## src/afc_consts.vh

```
// constants for the filter-coefficient register bank on the second page
// assumes it is included by every design file of the bank, by bare name
`ifndef AFC_CONSTS_VH
`define AFC_CONSTS_VH

// register port geometry
`define AFC_ADDR_W            7
`define AFC_DATA_W            8
`define AFC_COEF_W            16

// register numbers on the second page
`define AFC_ADDR_RDE_DEN1_LO  7'h34
`define AFC_ADDR_ATTEN_HI     7'h35
`define AFC_ADDR_ATTEN_LO     7'h36
`define AFC_ADDR_RSVD_FIRST   7'h37
`define AFC_ADDR_RSVD_LAST    7'h40
`define AFC_ADDR_HPF_NUM0_HI  7'h41
`define AFC_ADDR_HPF_NUM0_LO  7'h42
`define AFC_ADDR_HPF_NUM1_HI  7'h43
`define AFC_ADDR_HPF_NUM1_LO  7'h44
`define AFC_ADDR_HPF_DEN1_HI  7'h45
`define AFC_ADDR_HPF_DEN1_LO  7'h46
`define AFC_ADDR_BANK_FIRST   7'h34
`define AFC_ADDR_BANK_LAST    7'h46

// reset values
`define AFC_RST_RDE_DEN1_LO   8'h7E
`define AFC_RST_ATTEN_HI      8'h7F
`define AFC_RST_ATTEN_LO      8'hFF
`define AFC_RST_HPF_NUM0_HI   8'h39
`define AFC_RST_HPF_NUM0_LO   8'h55
`define AFC_RST_HPF_NUM1_HI   8'hF3
`define AFC_RST_HPF_NUM1_LO   8'h2D
`define AFC_RST_HPF_DEN1_HI   8'h53
`define AFC_RST_HPF_DEN1_LO   8'h7E
`define AFC_RSVD_VALUE        8'h00

// bit positions of the coefficient-update pulse vector
`define AFC_UPD_RDE_DEN1      0
`define AFC_UPD_ATTEN         1
`define AFC_UPD_HPF_NUM0      2
`define AFC_UPD_HPF_NUM1      3
`define AFC_UPD_HPF_DEN1      4
`define AFC_UPD_W             5

`endif

```

## src/afc_coeff_regs.v

```verilog
// filter-coefficient register bank, second register page, numbers 52..70
// assumes the control-bus engine on clk decodes page and register number
`include "afc_consts.vh"

module afc_coeff_regs (
   // clock and reset
   input  wire        clk,
   input  wire        reset_n,
   // register port from the control-bus engine
   input  wire        reg_page_sel,
   input  wire        reg_wr_en,
   input  wire        reg_rd_en,
   input  wire [6:0]  reg_addr,
   input  wire [7:0]  reg_wr_data,
   output wire        reg_hit,
   output wire [7:0]  reg_rd_data,
   output wire        reg_rd_valid,
   output wire        reg_wr_refused,
   // coefficients to the filter datapaths
   output wire [7:0]  right_deemph_den1_low,
   output wire [15:0] stereo_widening_atten,
   output wire [15:0] left_hpf_numerator_zero,
   output wire [15:0] left_hpf_numerator_one,
   output wire [15:0] left_hpf_denominator_one,
   output wire [4:0]  coeff_updated
);

   // true when addr lies in [first, last]
   function in_span;
      input [6:0] addr;
      input [6:0] first;
      input [6:0] last;
      begin
         in_span = (addr >= first) && (addr <= last);
      end
   endfunction

   // write strobe for one register number
   function wr_at;
      input       go;
      input [6:0] addr;
      input [6:0] target;
      begin
         wr_at = go && (addr == target);
      end
   endfunction

   wire       bank_sel;
   wire       rsvd_sel;
   wire       wr_go;
   wire       rd_go;
   wire       wr_rsvd;
   reg  [7:0] rd_value;
   reg  [7:0] rde_den1_lo_reg;
   reg        rde_upd_reg;

   wire [7:0] atten_hi;
   wire [7:0] atten_lo;
   wire [7:0] num0_hi;
   wire [7:0] num0_lo;
   wire [7:0] num1_hi;
   wire [7:0] num1_lo;
   wire [7:0] den1_hi;
   wire [7:0] den1_lo;
   wire       atten_upd;
   wire       num0_upd;
   wire       num1_upd;
   wire       den1_upd;

   // decode; addresses outside the bank belong to neighbouring banks
   assign bank_sel = reg_page_sel &&
                     in_span(reg_addr, `AFC_ADDR_BANK_FIRST,
                             `AFC_ADDR_BANK_LAST);
   assign rsvd_sel = reg_page_sel &&
                     in_span(reg_addr, `AFC_ADDR_RSVD_FIRST,
                             `AFC_ADDR_RSVD_LAST);
   assign reg_hit  = bank_sel;
   // a stray write to the reserved span is dropped, never stored
   assign wr_go    = reg_wr_en && bank_sel && !rsvd_sel;
   assign wr_rsvd  = reg_wr_en && rsvd_sel;
   assign rd_go    = reg_rd_en && bank_sel;

   // lone de-emphasis low byte; its high byte lives in the previous bank
   always @(posedge clk or negedge reset_n) begin
      if (!reset_n) begin
         rde_den1_lo_reg <= `AFC_RST_RDE_DEN1_LO;
         rde_upd_reg     <= 1'b0;
      end else begin
         if (wr_at(wr_go, reg_addr, `AFC_ADDR_RDE_DEN1_LO))
            rde_den1_lo_reg <= reg_wr_data;
         rde_upd_reg <= wr_at(wr_go, reg_addr, `AFC_ADDR_RDE_DEN1_LO);
      end
   end

   afc_coef_pair #(
      .RST_HIGH (`AFC_RST_ATTEN_HI),
      .RST_LOW  (`AFC_RST_ATTEN_LO)
   ) u_atten (
      .clk         (clk),
      .reset_n     (reset_n),
      .wr_high     (wr_at(wr_go, reg_addr, `AFC_ADDR_ATTEN_HI)),
      .wr_low      (wr_at(wr_go, reg_addr, `AFC_ADDR_ATTEN_LO)),
      .wr_data     (reg_wr_data),
      .high_byte   (atten_hi),
      .low_byte    (atten_lo),
      .coeff       (stereo_widening_atten),
      .updated_reg (atten_upd)
   );

   afc_coef_pair #(
      .RST_HIGH (`AFC_RST_HPF_NUM0_HI),
      .RST_LOW  (`AFC_RST_HPF_NUM0_LO)
   ) u_num0 (
      .clk         (clk),
      .reset_n     (reset_n),
      .wr_high     (wr_at(wr_go, reg_addr, `AFC_ADDR_HPF_NUM0_HI)),
      .wr_low      (wr_at(wr_go, reg_addr, `AFC_ADDR_HPF_NUM0_LO)),
      .wr_data     (reg_wr_data),
      .high_byte   (num0_hi),
      .low_byte    (num0_lo),
      .coeff       (left_hpf_numerator_zero),
      .updated_reg (num0_upd)
   );

   afc_coef_pair #(
      .RST_HIGH (`AFC_RST_HPF_NUM1_HI),
      .RST_LOW  (`AFC_RST_HPF_NUM1_LO)
   ) u_num1 (
      .clk         (clk),
      .reset_n     (reset_n),
      .wr_high     (wr_at(wr_go, reg_addr, `AFC_ADDR_HPF_NUM1_HI)),
      .wr_low      (wr_at(wr_go, reg_addr, `AFC_ADDR_HPF_NUM1_LO)),
      .wr_data     (reg_wr_data),
      .high_byte   (num1_hi),
      .low_byte    (num1_lo),
      .coeff       (left_hpf_numerator_one),
      .updated_reg (num1_upd)
   );

   afc_coef_pair #(
      .RST_HIGH (`AFC_RST_HPF_DEN1_HI),
      .RST_LOW  (`AFC_RST_HPF_DEN1_LO)
   ) u_den1 (
      .clk         (clk),
      .reset_n     (reset_n),
      .wr_high     (wr_at(wr_go, reg_addr, `AFC_ADDR_HPF_DEN1_HI)),
      .wr_low      (wr_at(wr_go, reg_addr, `AFC_ADDR_HPF_DEN1_LO)),
      .wr_data     (reg_wr_data),
      .high_byte   (den1_hi),
      .low_byte    (den1_lo),
      .coeff       (left_hpf_denominator_one),
      .updated_reg (den1_upd)
   );

   // read mux; reserved numbers fall to the default and read zero
   always @* begin
      case (reg_addr)
         `AFC_ADDR_RDE_DEN1_LO: rd_value = rde_den1_lo_reg;
         `AFC_ADDR_ATTEN_HI:    rd_value = atten_hi;
         `AFC_ADDR_ATTEN_LO:    rd_value = atten_lo;
         `AFC_ADDR_HPF_NUM0_HI: rd_value = num0_hi;
         `AFC_ADDR_HPF_NUM0_LO: rd_value = num0_lo;
         `AFC_ADDR_HPF_NUM1_HI: rd_value = num1_hi;
         `AFC_ADDR_HPF_NUM1_LO: rd_value = num1_lo;
         `AFC_ADDR_HPF_DEN1_HI: rd_value = den1_hi;
         `AFC_ADDR_HPF_DEN1_LO: rd_value = den1_lo;
         default:               rd_value = `AFC_RSVD_VALUE;
      endcase
   end

   afc_rd_port u_rd_port (
      .clk            (clk),
      .reset_n        (reset_n),
      .rd_go          (rd_go),
      .rd_value       (rd_value),
      .wr_rsvd        (wr_rsvd),
      .rd_data_reg    (reg_rd_data),
      .rd_valid_reg   (reg_rd_valid),
      .wr_refused_reg (reg_wr_refused)
   );

   assign right_deemph_den1_low = rde_den1_lo_reg;

   // one-cycle pulses tell the datapath a coefficient byte was written
   assign coeff_updated[`AFC_UPD_RDE_DEN1] = rde_upd_reg;
   assign coeff_updated[`AFC_UPD_ATTEN]    = atten_upd;
   assign coeff_updated[`AFC_UPD_HPF_NUM0] = num0_upd;
   assign coeff_updated[`AFC_UPD_HPF_NUM1] = num1_upd;
   assign coeff_updated[`AFC_UPD_HPF_DEN1] = den1_upd;

endmodule // afc_coeff_regs

```

## src/afc_coef_pair.v

```verilog
// one 16-bit coefficient held as a high byte and a low byte register
// assumes write strobes are single-cycle and already decoded by the bank
`include "afc_consts.vh"

module afc_coef_pair #(
   parameter [7:0] RST_HIGH = 8'h00,
   parameter [7:0] RST_LOW  = 8'h00
) (
   // clock and reset
   input  wire        clk,
   input  wire        reset_n,
   // byte writes
   input  wire        wr_high,
   input  wire        wr_low,
   input  wire [7:0]  wr_data,
   // stored bytes and joined value
   output wire [7:0]  high_byte,
   output wire [7:0]  low_byte,
   output wire [15:0] coeff,
   output reg         updated_reg
);

   reg [7:0] high_reg;
   reg [7:0] low_reg;

   always @(posedge clk or negedge reset_n) begin
      if (!reset_n) begin
         high_reg    <= RST_HIGH;
         low_reg     <= RST_LOW;
         updated_reg <= 1'b0;
      end else begin
         if (wr_high)
            high_reg <= wr_data;
         if (wr_low)
            low_reg  <= wr_data;
         updated_reg <= wr_high | wr_low;
      end
   end

   assign high_byte = high_reg;
   assign low_byte  = low_reg;
   // two's-complement, high byte carries the sign
   assign coeff     = {high_reg, low_reg};

endmodule // afc_coef_pair

```

## src/afc_rd_port.v

```verilog
// registered answer stage of the bank's register port
// assumes read and write strobes come from logic on the same clock
`include "afc_consts.vh"

module afc_rd_port (
   // clock and reset
   input  wire       clk,
   input  wire       reset_n,
   // decoded request
   input  wire       rd_go,
   input  wire [7:0] rd_value,
   input  wire       wr_rsvd,
   // answer
   output reg  [7:0] rd_data_reg,
   output reg        rd_valid_reg,
   output reg        wr_refused_reg
);

   always @(posedge clk or negedge reset_n) begin
      if (!reset_n) begin
         rd_data_reg    <= `AFC_RSVD_VALUE;
         rd_valid_reg   <= 1'b0;
         wr_refused_reg <= 1'b0;
      end else begin
         // data holds between reads so a slow control engine can sample late
         if (rd_go)
            rd_data_reg <= rd_value;
         rd_valid_reg   <= rd_go;
         wr_refused_reg <= wr_rsvd;
      end
   end

endmodule // afc_rd_port

```

## config.mk

```make
export PLATFORM = sky130hd
export DESIGN_NAME = afc_coeff_regs
export DESIGN_NICKNAME = d
export VERILOG_FILES = /design/src/afc_coeff_regs.v /design/src/afc_coef_pair.v /design/src/afc_rd_port.v
export VERILOG_INCLUDE_DIRS = /design/src
export SDC_FILE = /design/constraint.sdc
export NUM_CORES = 1
export LEC_CHECK = 0
export BUFFER_PORTS_ARGS = -buffer_cell sky130_fd_sc_hd__buf_4
export CAP_MARGIN = 10
export CORE_MARGIN = 2
export CORE_UTILIZATION = 55
export CTS_BUF_LIST = sky130_fd_sc_hd__clkbuf_4 sky130_fd_sc_hd__clkbuf_8
export DETAILED_ROUTE_END_ITERATION = 8
export PLACE_DENSITY = 0.82
export SYNTH_ARGS = -nofsm -noshare
export SYNTH_HDL_FRONTEND = slang
export SYNTH_SLANG_ARGS = --single-unit
export TNS_END_PERCENT = 100
```

## constraint.sdc

```tcl
create_clock -name clk -period 2.45 [get_ports clk]
set_input_delay 0.735 -clock clk [delete_from_list [all_inputs] [get_ports clk]]
set_output_delay 0.735 -clock clk [all_outputs]
set_load 0.05 [all_outputs]
```

Yosys cells after proc, flatten, opt, wreduce, memory -nomap -nowiden
Index checks and enable logic that the tools add are counted.

Memories: 0. Output and inout bits: 88. Word-level logic and storage cells: 53. Bits in registers: 87. Bits in read-only memories: 0. Latch bits: 0. Memory bits (writable): 0. Input port bits: 20.

Divide/modulo/power cells: 0. $mul: 0. Bitwise logic cells: 4. Reduce and logical (&&, ||, !) cells: 18. Multiplexer cells: 1. Shifts and indexed selects: 0. Order comparisons: 4. Equal/unequal tests: 9. $add $sub $neg: 0.

Operators with widths (number): 8-bit one-hot mux with 9 select lines (1); 7-bit == test, second input constant (6); 7-bit by 6-bit == test with 1-bit output, second input constant (3); 1-bit logical AND (17); 7-bit by 6-bit greater-or-equal comparator with 1-bit output, second input constant (2); 7-bit <= comparator, second input constant (2); 1-bit bitwise OR (4); 1-bit zero test (1).

Depth between registers and ports, before layout
Gate-level depths: netlist of run 1.

Depth in word-level cells: 7. Mapped depth: 7. Gate-level depth less buffers: 5.

Cells and area by module
From an unflattened synthesis of run 1, not the netlist that was laid out.

Cell total of the unflattened synthesis: 369. Area, all modules: 4977.3 µm².

By module, submodules not included: afc_coef_pair (u_den1 ...) (times used 2, area each 827.0 µm², cells each 52, sequential area each 437.9 µm²); afc_coeff_regs (times used 1, area each 1283.7 µm², cells each 142, sequential area each 232.7 µm²); afc_coef_pair (u_atten) (times used 1, area each 833.3 µm², cells each 52, sequential area each 444.2 µm²); afc_coef_pair (u_num0) (times used 1, area each 824.5 µm², cells each 52, sequential area each 435.4 µm²); afc_rd_port (times used 1, area each 381.6 µm², cells each 19, sequential area each 250.2 µm²).

Worst setup path before layout of run 1
OpenSTA, ideal clock, no wires.

Kind: input to register. Start: input port reg_addr[4]. End: register u_rd_port.rd_data_reg[0]. Required time: 2325 ps. Path buffers: 1. Cell stages on the path: 6. Setup slack: -451 ps. Arrival time: 2777 ps. Cell sequence: buf_2 -> o211a_1 -> o21ai_2 -> a21oi_1 -> nand2_1 -> mux2_2.

Word-level cells in the longest chain between the ends: 4. Elaborated cells on any way between the ends: 15.

RTL lines: from (decl) (line afc_coeff_regs.v:13) `input wire [6:0] reg_addr,`; 7-bit by 6-bit greater-or-equal comparator with 1-bit output or 7-bit <= comparator (tied branches) (line afc_coeff_regs.v:34) `in_span = (addr >= first) && (addr <= last);`; 1-bit logical AND (*) (line afc_coeff_regs.v:34); 1-bit logical AND (*) (line afc_coeff_regs.v:71) `assign bank_sel = reg_page_sel &&`; named net reg_hit (line afc_coeff_regs.v:15) `output wire reg_hit,`; 1-bit logical AND (*) (line afc_coeff_regs.v:81) `assign rd_go = reg_rd_en && bank_sel;`; to (signal assigned) (line afc_rd_port.v:21) `` rd_data_reg <= `AFC_RSVD_VALUE; ``; to (signal assigned) (line afc_rd_port.v:27) `rd_data_reg <= rd_value;`; to (decl) (line afc_rd_port.v:14) `output reg [7:0] rd_data_reg,`.

The timed path passes the listed nets; every way through them passes the cells marked *. A chain may end at the register's enable or synchronous reset.

Worst setup path in the final report of run 1
Start: input port reg_addr[1]. End: output port reg_hit.

Word-level cells in the longest chain between the ends: 3. Elaborated cells on any way between the ends: 4.

RTL lines (line): 7-bit by 6-bit greater-or-equal comparator with 1-bit output or 7-bit <= comparator (tied branches) (afc_coeff_regs.v:34); 1-bit logical AND (*) (afc_coeff_regs.v:34); 1-bit logical AND (*) (afc_coeff_regs.v:71); to (decl) (afc_coeff_regs.v:15).

Every way passes the cells marked *; elsewhere a longest branch is shown, timed or not.

==> results.cfg, run 1 <==
[power_and_ir_drop]
ir_drop_uv = 432
power.net_switching_mw = 0.797
comb_pwr_share_pct = 13.9
power.share.sequential_pct = 51.9
power.share.clock_pct = 34.2
cell_internal_pwr_mw = 2.12
pwr_density_cell_nw_per_um2 = 520
cellLeakagePower_nw = 2.66
sw_frac_of_total_pct = 27.3
total_power_mw = 2.92

[global_routing]
grt_remaining_overflow = 0
grt_pass1_wl_um = 18100
first_global_vias = 3458
antenna_found_initial = 0
grt_util_all_layers_pct = 28.1
grt_max_degree = 67

[setup_path]
cp-end-kind = output port
timing.setup.critical_path_class = in2out
crit_chain = buf_4 -> buf_12 -> nand3_1 -> nand2_1 -> a21oi_4 -> buf_4
timing.critical_path.required_ns = 1.71
reg2reg_from = u_num0.low_byte[3]$_DFFE_PN0P_
worstSetupStartpointType = input port
setup.worst_path.start = reg_addr[1]
worst-path-max-fanout = 23
worst_reg_to_reg_setup_slack_ns = 0.88
crit_top_cell = buf_4
critical-path-slowest-cell = buf_4
largest_incremental_delay_on_the_critical_path_ns = 0.21
worstPathArrival_ns = 1.58

[placed_design]
buffer_ports.inserted = 107
place_hpwl_um = 8060
place.gp.congestion = 0.890
dpl_cell_area_um2 = 5410
placed_cells_incl_taps = 550

[drt]
remaining_drc_errors = 0
detailedRoute.firstPassIterationCount = 5
routed_wire_length_per_instance_um = 20.4
routed-via-count = 3361
routed_via_density = 5.94
postRouteAntennaNets = 0
drt-initial-drc-count = 210
drt_wl_total_um = 11600

[sta]
clock.fmax_ghz = 0.432
finalHoldWorstSlack_ns = 0.254
setup_viol_count_final = 0
grt_setup_unrepaired = no
fin_crit_sh_pct = 94.5
worst-slew-pin-transition_ns = 0.456
final_period_minus_worst_setup_slack_ns = 2.32
final.setup_skew_ns = 0.0151
finalHoldViolations = 0
setup_tns_ns = 0
slew-limit-headroom_pct = 69.6
timing.final.max_slew_violations = 0

[clock_network]
numClockSinks = 87
hold_buffers = 0
cts.path.max_buffers = 2
clkTransAtPathRegs_ns = 0.09
cts.root.buffer_cell = clkbuf_8
clkLatencyLatePin_ns = 0.36
tritoncts.num_buffers = 9
tritoncts = done
cts_htree_levels = 3

[synthesis]
synthDistinctLibCells = 50
netlist.top_cell.by_area = dfstp_2
synth_seq_area_share_pct = 52.5
synth.ff_latch_count = 87
post_synth_instance_area_um2 = 4260
synth_edf_count = 0
synth_nets = 348
synth_top_area_share_pct = 30.2
syn_inst = 328
yosys_warnings = 0
post_synth_main_area_contributors = dfstp_2, mux2_2, dfrtp_1
synth-async-reset-ratio_pct = 100
post_synth.cell_area_avg_um2 = 13.0
synth_ff_type = dfstp_2

[layout]
area_delta_synth_final_pct = 31.5
fillers = 524
post_layout_nonfiller_instances = 566
fin_nets = 479
n_antenna_cell = 0
post_route_cells_drive_above_1_share_pct = 67.5
finish.instance_area_um2 = 5610

[job]
drv_cap = 0

[die]
fp.dieW_um = 92.1
starting_density_pct = 56.1
fp-row-count = 32
floorplan.die.height_um = 92.1
core_region_area_um2 = 7610
fp.dieArea_um2 = 8470
boundaryPins = 108

[worst_hold_path]
min-delay-path-class = in2async

[status]
outcome = completed
[placed cells by master (no fill, tap or decap), types with 4 or more instances in the layout]
| master | count |
|---|---|
| buf_4 | 134 |
| mux2_2 | 92 |
| dfstp_2 | 49 |
| dfrtp_1 | 38 |
| nand2_1 | 22 |
| o21ai_0 | 10 |
| clkbuf_8 | 9 |
| nor3b_1 | 7 |
| a22oi_1 | 7 |
| mux2i_1 | 7 |
| and3_1 | 6 |
| nor2_1 | 5 |
| a21oi_1 | 5 |
| buf_12 | 5 |
| inv_1 | 4 |
| nor2_2 | 4 |
| nand4_1 | 4 |
[what timing repair did]
action	in CTS	in global routing
setup endpoints to repair	0	1
resized for setup	0	1
setup buffers	0	0
endpoints found under the hold margin	0	0
[stage by stage]
step                worst slack (ns)  utilization [%]
finish                         0.135             73.7
global route                  0.0668             73.7
CTS                           0.0790             73.7
detailed placement          -0.00868             71.1
global placement              0.0161             71.1
floorplan                     0.0488                -
[critical path: cells and delay by family]
kind	cells	cell delay, ns
AND/OR/NAND/NOR	2	0.20
buffers and inverters	3	0.49
AO/OA/AOI/OAI	1	0.16
[synth_stat cells, types with 3 or more instances]
library cell	count
o21ai_0	10
nor2_1	5
a21oi_1	6
a22oi_1	7
nor2b_1	3
nor3_1	3
buf_4	5
buf_2	7
nor3b_1	7
nand2b_1	3
nand4_1	4
dfstp_2	49
mux2i_1	7
and3_1	6
dfrtp_1	38
nand2_1	22
nor2_2	4
clkbuf_1	5
mux2_2	92
a22o_1	3
inv_1	4
[layer usage]
metal | track usage, % | wire, um
met3 | 7.89 | 830
met1 | 35.6 | 4640
met2 | 45.0 | 5770
met4 | 12.9 | 318
met5 | 0 | 0
[layout make-up]
type | count | area, um2 | area share, %
Inverter | 4 | 15.0 | 0.268
Clock buffer | 11 | 139 | 2.48
Sequential cell | 87 | 2240 | 39.9
Multi-Input combinational cell | 218 | 1930 | 34.4
Timing Repair Buffer | 139 | 1110 | 19.7
Tap cell | 102 | 128 | 2.28
Clock inverter | 5 | 56.3 | 1.00
[path summary, 6_finish.rpt]
| path | endpoint | cells after the start |
|---|---|---|
| max in group asynchronous | u_num0.high_byte[3]$_DFFE_PN1P_ | 2 |
| setup / recovery | reg_hit | 6 |
| setup reg to reg | u_rd_port.rd_data_reg[3]$_DFFE_PN0P_ | 5 |
| min in group clk | u_rd_port.rd_data_reg[2]$_DFFE_PN0P_ | 1 |
| hold reg to reg | u_rd_port.rd_data_reg[2]$_DFFE_PN0P_ | 1 |
| hold / removal | u_rd_port.rd_data_reg[2]$_DFFE_PN0P_ | 1 |
[power by group through the flow]
| stage | sequential (mW) | combinational, mW | clock (mW) |
|---|---|---|---|
| 2_1_floorplan | 1.65 | 0.115 | 0 |
| 5_1_grt | 1.52 | 0.429 | 1.07 |
| 4_1_cts | 1.51 | 0.406 | 1.01 |
| 6_report | 1.51 | 0.407 | 0.997 |
| 3_3_place_gp | 1.54 | 0.399 | 0 |
| 3_5_place_dp | 1.54 | 0.405 | 0 |
[cells by family (layout without fill, tap and decap cells)]
group	Yosys count	in the layout	synth area share, %
compound gates	44	44	7.51
flops	87	87	52.5
mux	99	99	25.9
buf+inv	23	159	2.70
simple gates	75	75	11.4
(Power assumes the default switching activity.)
==> run 2, diff against run 1 <==
--- a/config.mk
+++ b/config.mk
@@ -9,11 +9,12 @@
 export BUFFER_PORTS_ARGS = -buffer_cell sky130_fd_sc_hd__buf_4
 export CAP_MARGIN = 10
 export CORE_MARGIN = 2
-export CORE_UTILIZATION = 55
+export CORE_UTILIZATION = 57
 export CTS_BUF_LIST = sky130_fd_sc_hd__clkbuf_4 sky130_fd_sc_hd__clkbuf_8
 export DETAILED_ROUTE_END_ITERATION = 8
-export PLACE_DENSITY = 0.82
+export PLACE_DENSITY = 0.83
 export SYNTH_ARGS = -nofsm -noshare
 export SYNTH_HDL_FRONTEND = slang
+export SYNTH_HIERARCHICAL = 1
 export SYNTH_SLANG_ARGS = --single-unit
 export TNS_END_PERCENT = 100
==> run 2 against run 1 <==
Net effect:
- clock skew decreased by 0.00075 ns
- via count decreased by 1.1%
- total power increased by 3.0%
- flip-flop and latch count unchanged
- clock-buffer cell count decreased by 1
- final area increased by 6.9%
- die area increased by 12%
- fmax decreased by 5.1%
- critical path type unchanged
- critical endpoint unchanged
- largest power group unchanged
==> results.cfg, run 2 <==
[status]
outcome = completed

[synthesis]
syn_inst = 369
yosys_warnings = 6
synth_edf_count = 0
synthDistinctLibCells = 43
synth_nets = 389
post_synth.cell_area_avg_um2 = 13.5
synth_top_cells_by_count = mux2_4, buf_4, dfstp_2
synth.ff_latch_count = 87
post_synth_main_area_contributors = dfstp_2, mux2_4, dfrtp_1
synth_top_area_share_pct = 25.9
post_synth_instance_area_um2 = 4980
synth_ff_type = dfstp_2
synth-async-reset-ratio_pct = 100
netlist.top_cell.by_area = dfstp_2
yosysMostFrequentCell = mux2_4
synth_seq_area_share_pct = 45.0

[clock_network]
tritoncts = done
cts.root.buffer_cell = clkbuf_8
clkTransAtPathRegs_ns = 0.10
cts.path.max_buffers = 2
clkLatencyLatePin_ns = 0.37
tritoncts.num_buffers = 9
numClockSinks = 87
cts_htree_levels = 3

[sta]
timing.final.max_slew_violations = 0
setup_viol_count_final = 0
worst-slew-pin-transition_ns = 0.539
fin_crit_sh_pct = 99.5
finalHoldViolations = 0
final_period_minus_worst_setup_slack_ns = 2.44
setup_tns_ns = 0
finalHoldWorstSlack_ns = 0.339
final.setup_skew_ns = 0.0143
clock.fmax_ghz = 0.410
slew-limit-headroom_pct = 64.1
grt_setup_unrepaired = yes

[drt]
remaining_drc_errors = 0
routed-via-count = 3323
postRouteAntennaNets = 0
detailedRoute.firstPassIterationCount = 4
drt-initial-drc-count = 185
routed_via_density = 5.88
drt_wl_total_um = 12700
routed_wire_length_per_instance_um = 22.5

[placed_design]
place.gp.congestion = 0.900
placed_cells_incl_taps = 547
place_hpwl_um = 8930
buffer_ports.inserted = 107

[setup_path]
crit_chain = buf_4 -> and3_4 -> o41ai_4 -> buf_4 -> and2_4 -> buf_8
crit_top_cell = buf_4
critical-path-slowest-cell = o41ai_4
worstPathArrival_ns = 1.70
cp-end-kind = output port
timing.critical_path.required_ns = 1.71
worst-path-max-fanout = 4
worst_reg_to_reg_setup_slack_ns = 0.82
timing.setup.critical_path_class = in2out
worstSetupStartpointType = input port
cp_top_family = buffers and inverters
largest_incremental_delay_on_the_critical_path_ns = 0.23
worst-path-buf-inv = 3

[die]
floorplan.die.height_um = 97.4
fp.dieW_um = 97.4
fp.dieArea_um2 = 9500
fp-row-count = 34
core_region_area_um2 = 8590
starting_density_pct = 57.9
boundaryPins = 108

[layout]
final_cell_mix = buf_4, mux2_4, dfstp_2
n_antenna_cell = 0
area_delta_synth_final_pct = 20.5
post_route_cells_drive_above_1_share_pct = 71.6
finish.utilization_pct = 69.8
final_common_cell = buf_4
post_layout_nonfiller_instances = 565
fin_nets = 472

[global_routing]
grt_util_all_layers_pct = 27.0
grt_max_degree = 49
grt_pass1_wl_um = 19900
first_global_vias = 3464
grt_remaining_overflow = 0
antenna_found_initial = 0

[power_and_ir_drop]
pwr_density_cell_nw_per_um2 = 501
cellLeakagePower_nw = 2.85
total_power_mw = 3.00
ir_drop_uv = 422

[worst_hold_path]
min-delay-path-class = in2async

[job]
drv_cap = 0
run 2: cell count changes after synthesis, sizes merged, moves of 6 or more:
| cell | previous run | this run |
|---|---|---|
| nand2 | 22 | 8 |
| mux2 | 92 | 86 |
| mux2i | 7 | 13 |
| nor3b | 8 | 2 |
| nor2 | 9 | 2 |
| o21ai | 11 | 1 |
| buf | 13 | 84 |
run 2: final cells by class:
type | count | area [um2]
clock buffer | 10 | 138
inverter | 2 | 7.51
clock inverter | 6 | 91.3
multi-input combinational | 189 | 2090
sequential | 87 | 2240
fill | 607 | 2600
tap | 108 | 135
timing repair buffer | 163 | 1300
run 2: final timing paths:
kind | start | cells after the start | endpoint
setup / recovery | reg_addr[1] | 6 | reg_hit
max in group asynchronous | reset_n | 2 | u_num0/low_byte[4]$_DFFE_PN1P_
hold / removal | reset_n | 1 | right_deemph_den1_low[7]$_DFFE_PN0P_
min in group clk | u_rd_port/rd_data_reg[3]$_DFFE_PN0P_ | 1 | u_rd_port/rd_data_reg[3]$_DFFE_PN0P_
hold reg to reg | u_rd_port/rd_data_reg[3]$_DFFE_PN0P_ | 1 | u_rd_port/rd_data_reg[3]$_DFFE_PN0P_
setup reg to reg | u_num1/high_byte[2]$_DFFE_PN0P_ | 4 | u_rd_port/rd_data_reg[2]$_DFFE_PN0P_
run 2: routing by layer:
layer | vias up | GRT usage (%) | wire, um
met1 | 1709 | 36.8 | 5200
met5 | - | 0 | 0
met2 | 173 | 43.8 | 6240
li1 | 1421 | - | -
met3 | 20 | 6.19 | 1010
met4 | 0 | 7.48 | 257
run 2: logic make-up after synthesis:
logic type / after synthesis / synth area share, %
buffers and inverters: 93 / 13.9
AOI/OAI and AO/OA: 39 / 6.69
and+or+nand+nor: 51 / 6.31
DFF: 87 / 45.0
muxes: 99 / 28.1
run 2: power breakdown:
| group | switching (mW) | total (mW) | internal (mW) |
|---|---|---|---|
| Clock | 0.536 | 1.15 | 0.609 |
| Sequential | 0.0225 | 1.49 | 1.47 |
| Combinational | 0.221 | 0.365 | 0.144 |
run 2: what timing repair did:
| action | CTS | global route |
|---|---|---|
| hold buffers | 0 | 0 |
| pin swaps | 0 | 3 |
| setup buffers | 1 | 1 |
| gates resized for setup | 3 | 4 |
| endpoints found under the setup margin | 1 | 1 |
| gates cloned | 0 | 0 |
run 2: worst register-to-register path, stage by stage, from the launching register on:
cell and delay, ns:
dfrtp_1 0.43, mux2_2 0.28, a22o_1 0.20, a221o_1 0.35, mux2_4 0.26
run 2: through the flow:
stage / worst slack, ns / cell area, um2
detailed placement: -0.127 / 5730
finish: 0.0112 / 6000
floorplan: 0.0198 / 4980
global route: -0.0249 / 6000
CTS: 0.00294 / 5970
global placement: -0.0884 / 5730
==> run 3, diff against run 2 <==
--- a/config.mk
+++ b/config.mk
@@ -9,10 +9,10 @@
 export BUFFER_PORTS_ARGS = -buffer_cell sky130_fd_sc_hd__buf_4
 export CAP_MARGIN = 10
 export CORE_MARGIN = 2
-export CORE_UTILIZATION = 57
+export CORE_UTILIZATION = 55
 export CTS_BUF_LIST = sky130_fd_sc_hd__clkbuf_4 sky130_fd_sc_hd__clkbuf_8
 export DETAILED_ROUTE_END_ITERATION = 8
-export PLACE_DENSITY = 0.83
+export PLACE_DENSITY = 0.81
 export SYNTH_ARGS = -nofsm -noshare
 export SYNTH_HDL_FRONTEND = slang
 export SYNTH_HIERARCHICAL = 1
==> run 3 against run 2 <==
Net effect:
- clock skew down 0.0057 ns
- flip-flop and latch count unchanged
- first-iteration DRC count up 4.3%
- via count down 3.5%
- sequential share of layout area up 0.61 points
- largest cell class unchanged
==> results.cfg, run 3 (synthesized netlist as in run 2, its figures left out) <==
[status]
outcome = completed

[sta]
setup_tns_ns = 0
grt_setup_unrepaired = yes
timing.final.max_slew_violations = 0
clock.fmax_ghz = 0.411
finalHoldViolations = 0
fin_crit_sh_pct = 99.4
worst-slew-pin-transition_ns = 0.523
setup_viol_count_final = 0
final_period_minus_worst_setup_slack_ns = 2.44
slew-limit-headroom_pct = 65.0
final.setup_skew_ns = 0.00861
final.setup.worst_slack_ns = 0.0149
finalHoldWorstSlack_ns = 0.334

[placed_design]
buffer_ports.inserted = 107
place.gp.congestion = 0.863
dpl_cell_area_um2 = 5700
placed_cells_incl_taps = 542
place_hpwl_um = 8630
pre_cts_setup_slack_ns = -0.0976

[clock_network]
cts.path.max_buffers = 2
numClockSinks = 87
cts_htree_levels = 3
hold_buffers = 0
clkLatencyLatePin_ns = 0.36
cts.root.buffer_cell = clkbuf_8
tritoncts.num_buffers = 9
tritoncts = done
clkTransAtPathRegs_ns = 0.08

[worst_hold_path]
min-delay-path-class = in2async

[global_routing]
grt_pass1_wl_um = 19300
grt_remaining_overflow = 0
antenna_found_initial = 0
first_global_vias = 3389
grt_max_degree = 53
grt_util_all_layers_pct = 25.6

[power_and_ir_drop]
cellLeakagePower_nw = 2.78
total_power_mw = 2.73
ir_drop_uv = 295
pwr_density_cell_nw_per_um2 = 463

[die]
floorplan.die.height_um = 99.1
fp-row-count = 34
fp.dieArea_um2 = 9830
starting_density_pct = 56.8
core_region_area_um2 = 8760
boundaryPins = 108
fp.dieW_um = 99.1

[setup_path]
reg2reg_from = u_num1/high_byte[2]$_DFFE_PN0P_
worstSetupStartpointType = input port
rr_endpoint = u_rd_port/rd_data_reg[2]$_DFFE_PN0P_
timing.critical_path.required_ns = 1.71
worst_r2r_path_depth = 4
cp-end-kind = output port
worst_reg_to_reg_setup_slack_ns = 0.84
worst-path-max-fanout = 3
timing.setup.critical_path_class = in2out
worstPathArrival_ns = 1.70

[drt]
drt_wl_total_um = 12100
routed-via-count = 3206
detailedRoute.firstPassIterationCount = 4
drt-initial-drc-count = 193
routed_wire_length_per_instance_um = 21.7
routed_via_density = 5.75
postRouteAntennaNets = 0
remaining_drc_errors = 0

[layout]
area_delta_synth_final_pct = 18.5
n_antenna_cell = 0
final_cell_mix = buf_4, mux2_4, dfstp_2
post_route_cells_drive_above_1_share_pct = 71.1
finish.instance_area_um2 = 5900
layout.area.seq_um2 = 2240
post_layout_nonfiller_instances = 558
fin_nets = 465
multiInputGateArea_um2 = 2090
fillers = 630
finish.utilization_pct = 67.3
final_common_cell = buf_4

[job]
drv_cap = 0
## run 3: cell count changes in the layout (fill, tap and decap cells not counted), sizes merged
cell / delta
bufinv: -2
clkinvlp: +3
buf: -7
clkinv: +1
inv: -2
## run 3: routing by layer
layer	vias up	part of all wire (%)	GRT usage (%)
li1	1415	-	-
met1	1632	43	36.9
met2	136	47	39.0
met3	23	7.7	5.34
met4	0	2.3	8.64
met5	-	0	0
## run 3: worst max-delay path by stage
stage | start | endpoint | slack, ns | cells past startpoint
floorplan | reg_addr[1] | u_num1/low_byte[1]$_DFFE_PN0P_ | 0.02 | 7
global placement | reg_addr[4] | u_den1/low_byte[0]$_DFFE_PN0P_ | -0.03 | 8
global route | reg_addr[0] | reg_hit | -0.05 | 6
detailed placement | reg_addr[4] | u_num0/high_byte[1]$_DFFE_PN0P_ | -0.1 | 8
CTS | reg_addr[3] | reg_hit | 0.01 | 6
finish | reg_addr[3] | reg_hit | 0.01 | 6
## run 3: repair_timing
item,CTS,global route
gates resized for setup,5,3
buffers inserted,0,0
endpoints found under the setup margin,1,1
## run 3: critical path, stage by stage
cell     delay (ns)
buf_4          0.13
buf_4          0.14
o211a_1        0.21
o21a_1         0.20
and2_4         0.15
buf_8          0.14
## run 3: where the power goes
part           internal, mW  total (mW)  switching [mW]
combinational         0.143       0.359           0.216
sequential             1.47        1.49          0.0212
clock                 0.374       0.877           0.503
## run 3: final cells by class
cell class	count	share of cell area (%)
repair buffers	156	21.4
clock buffers	10	2.23
multi-input cells	189	35.4
inverters	2	0.127
flip-flops and latches	87	37.9
well taps	108	2.29
clock inverters	6	0.636
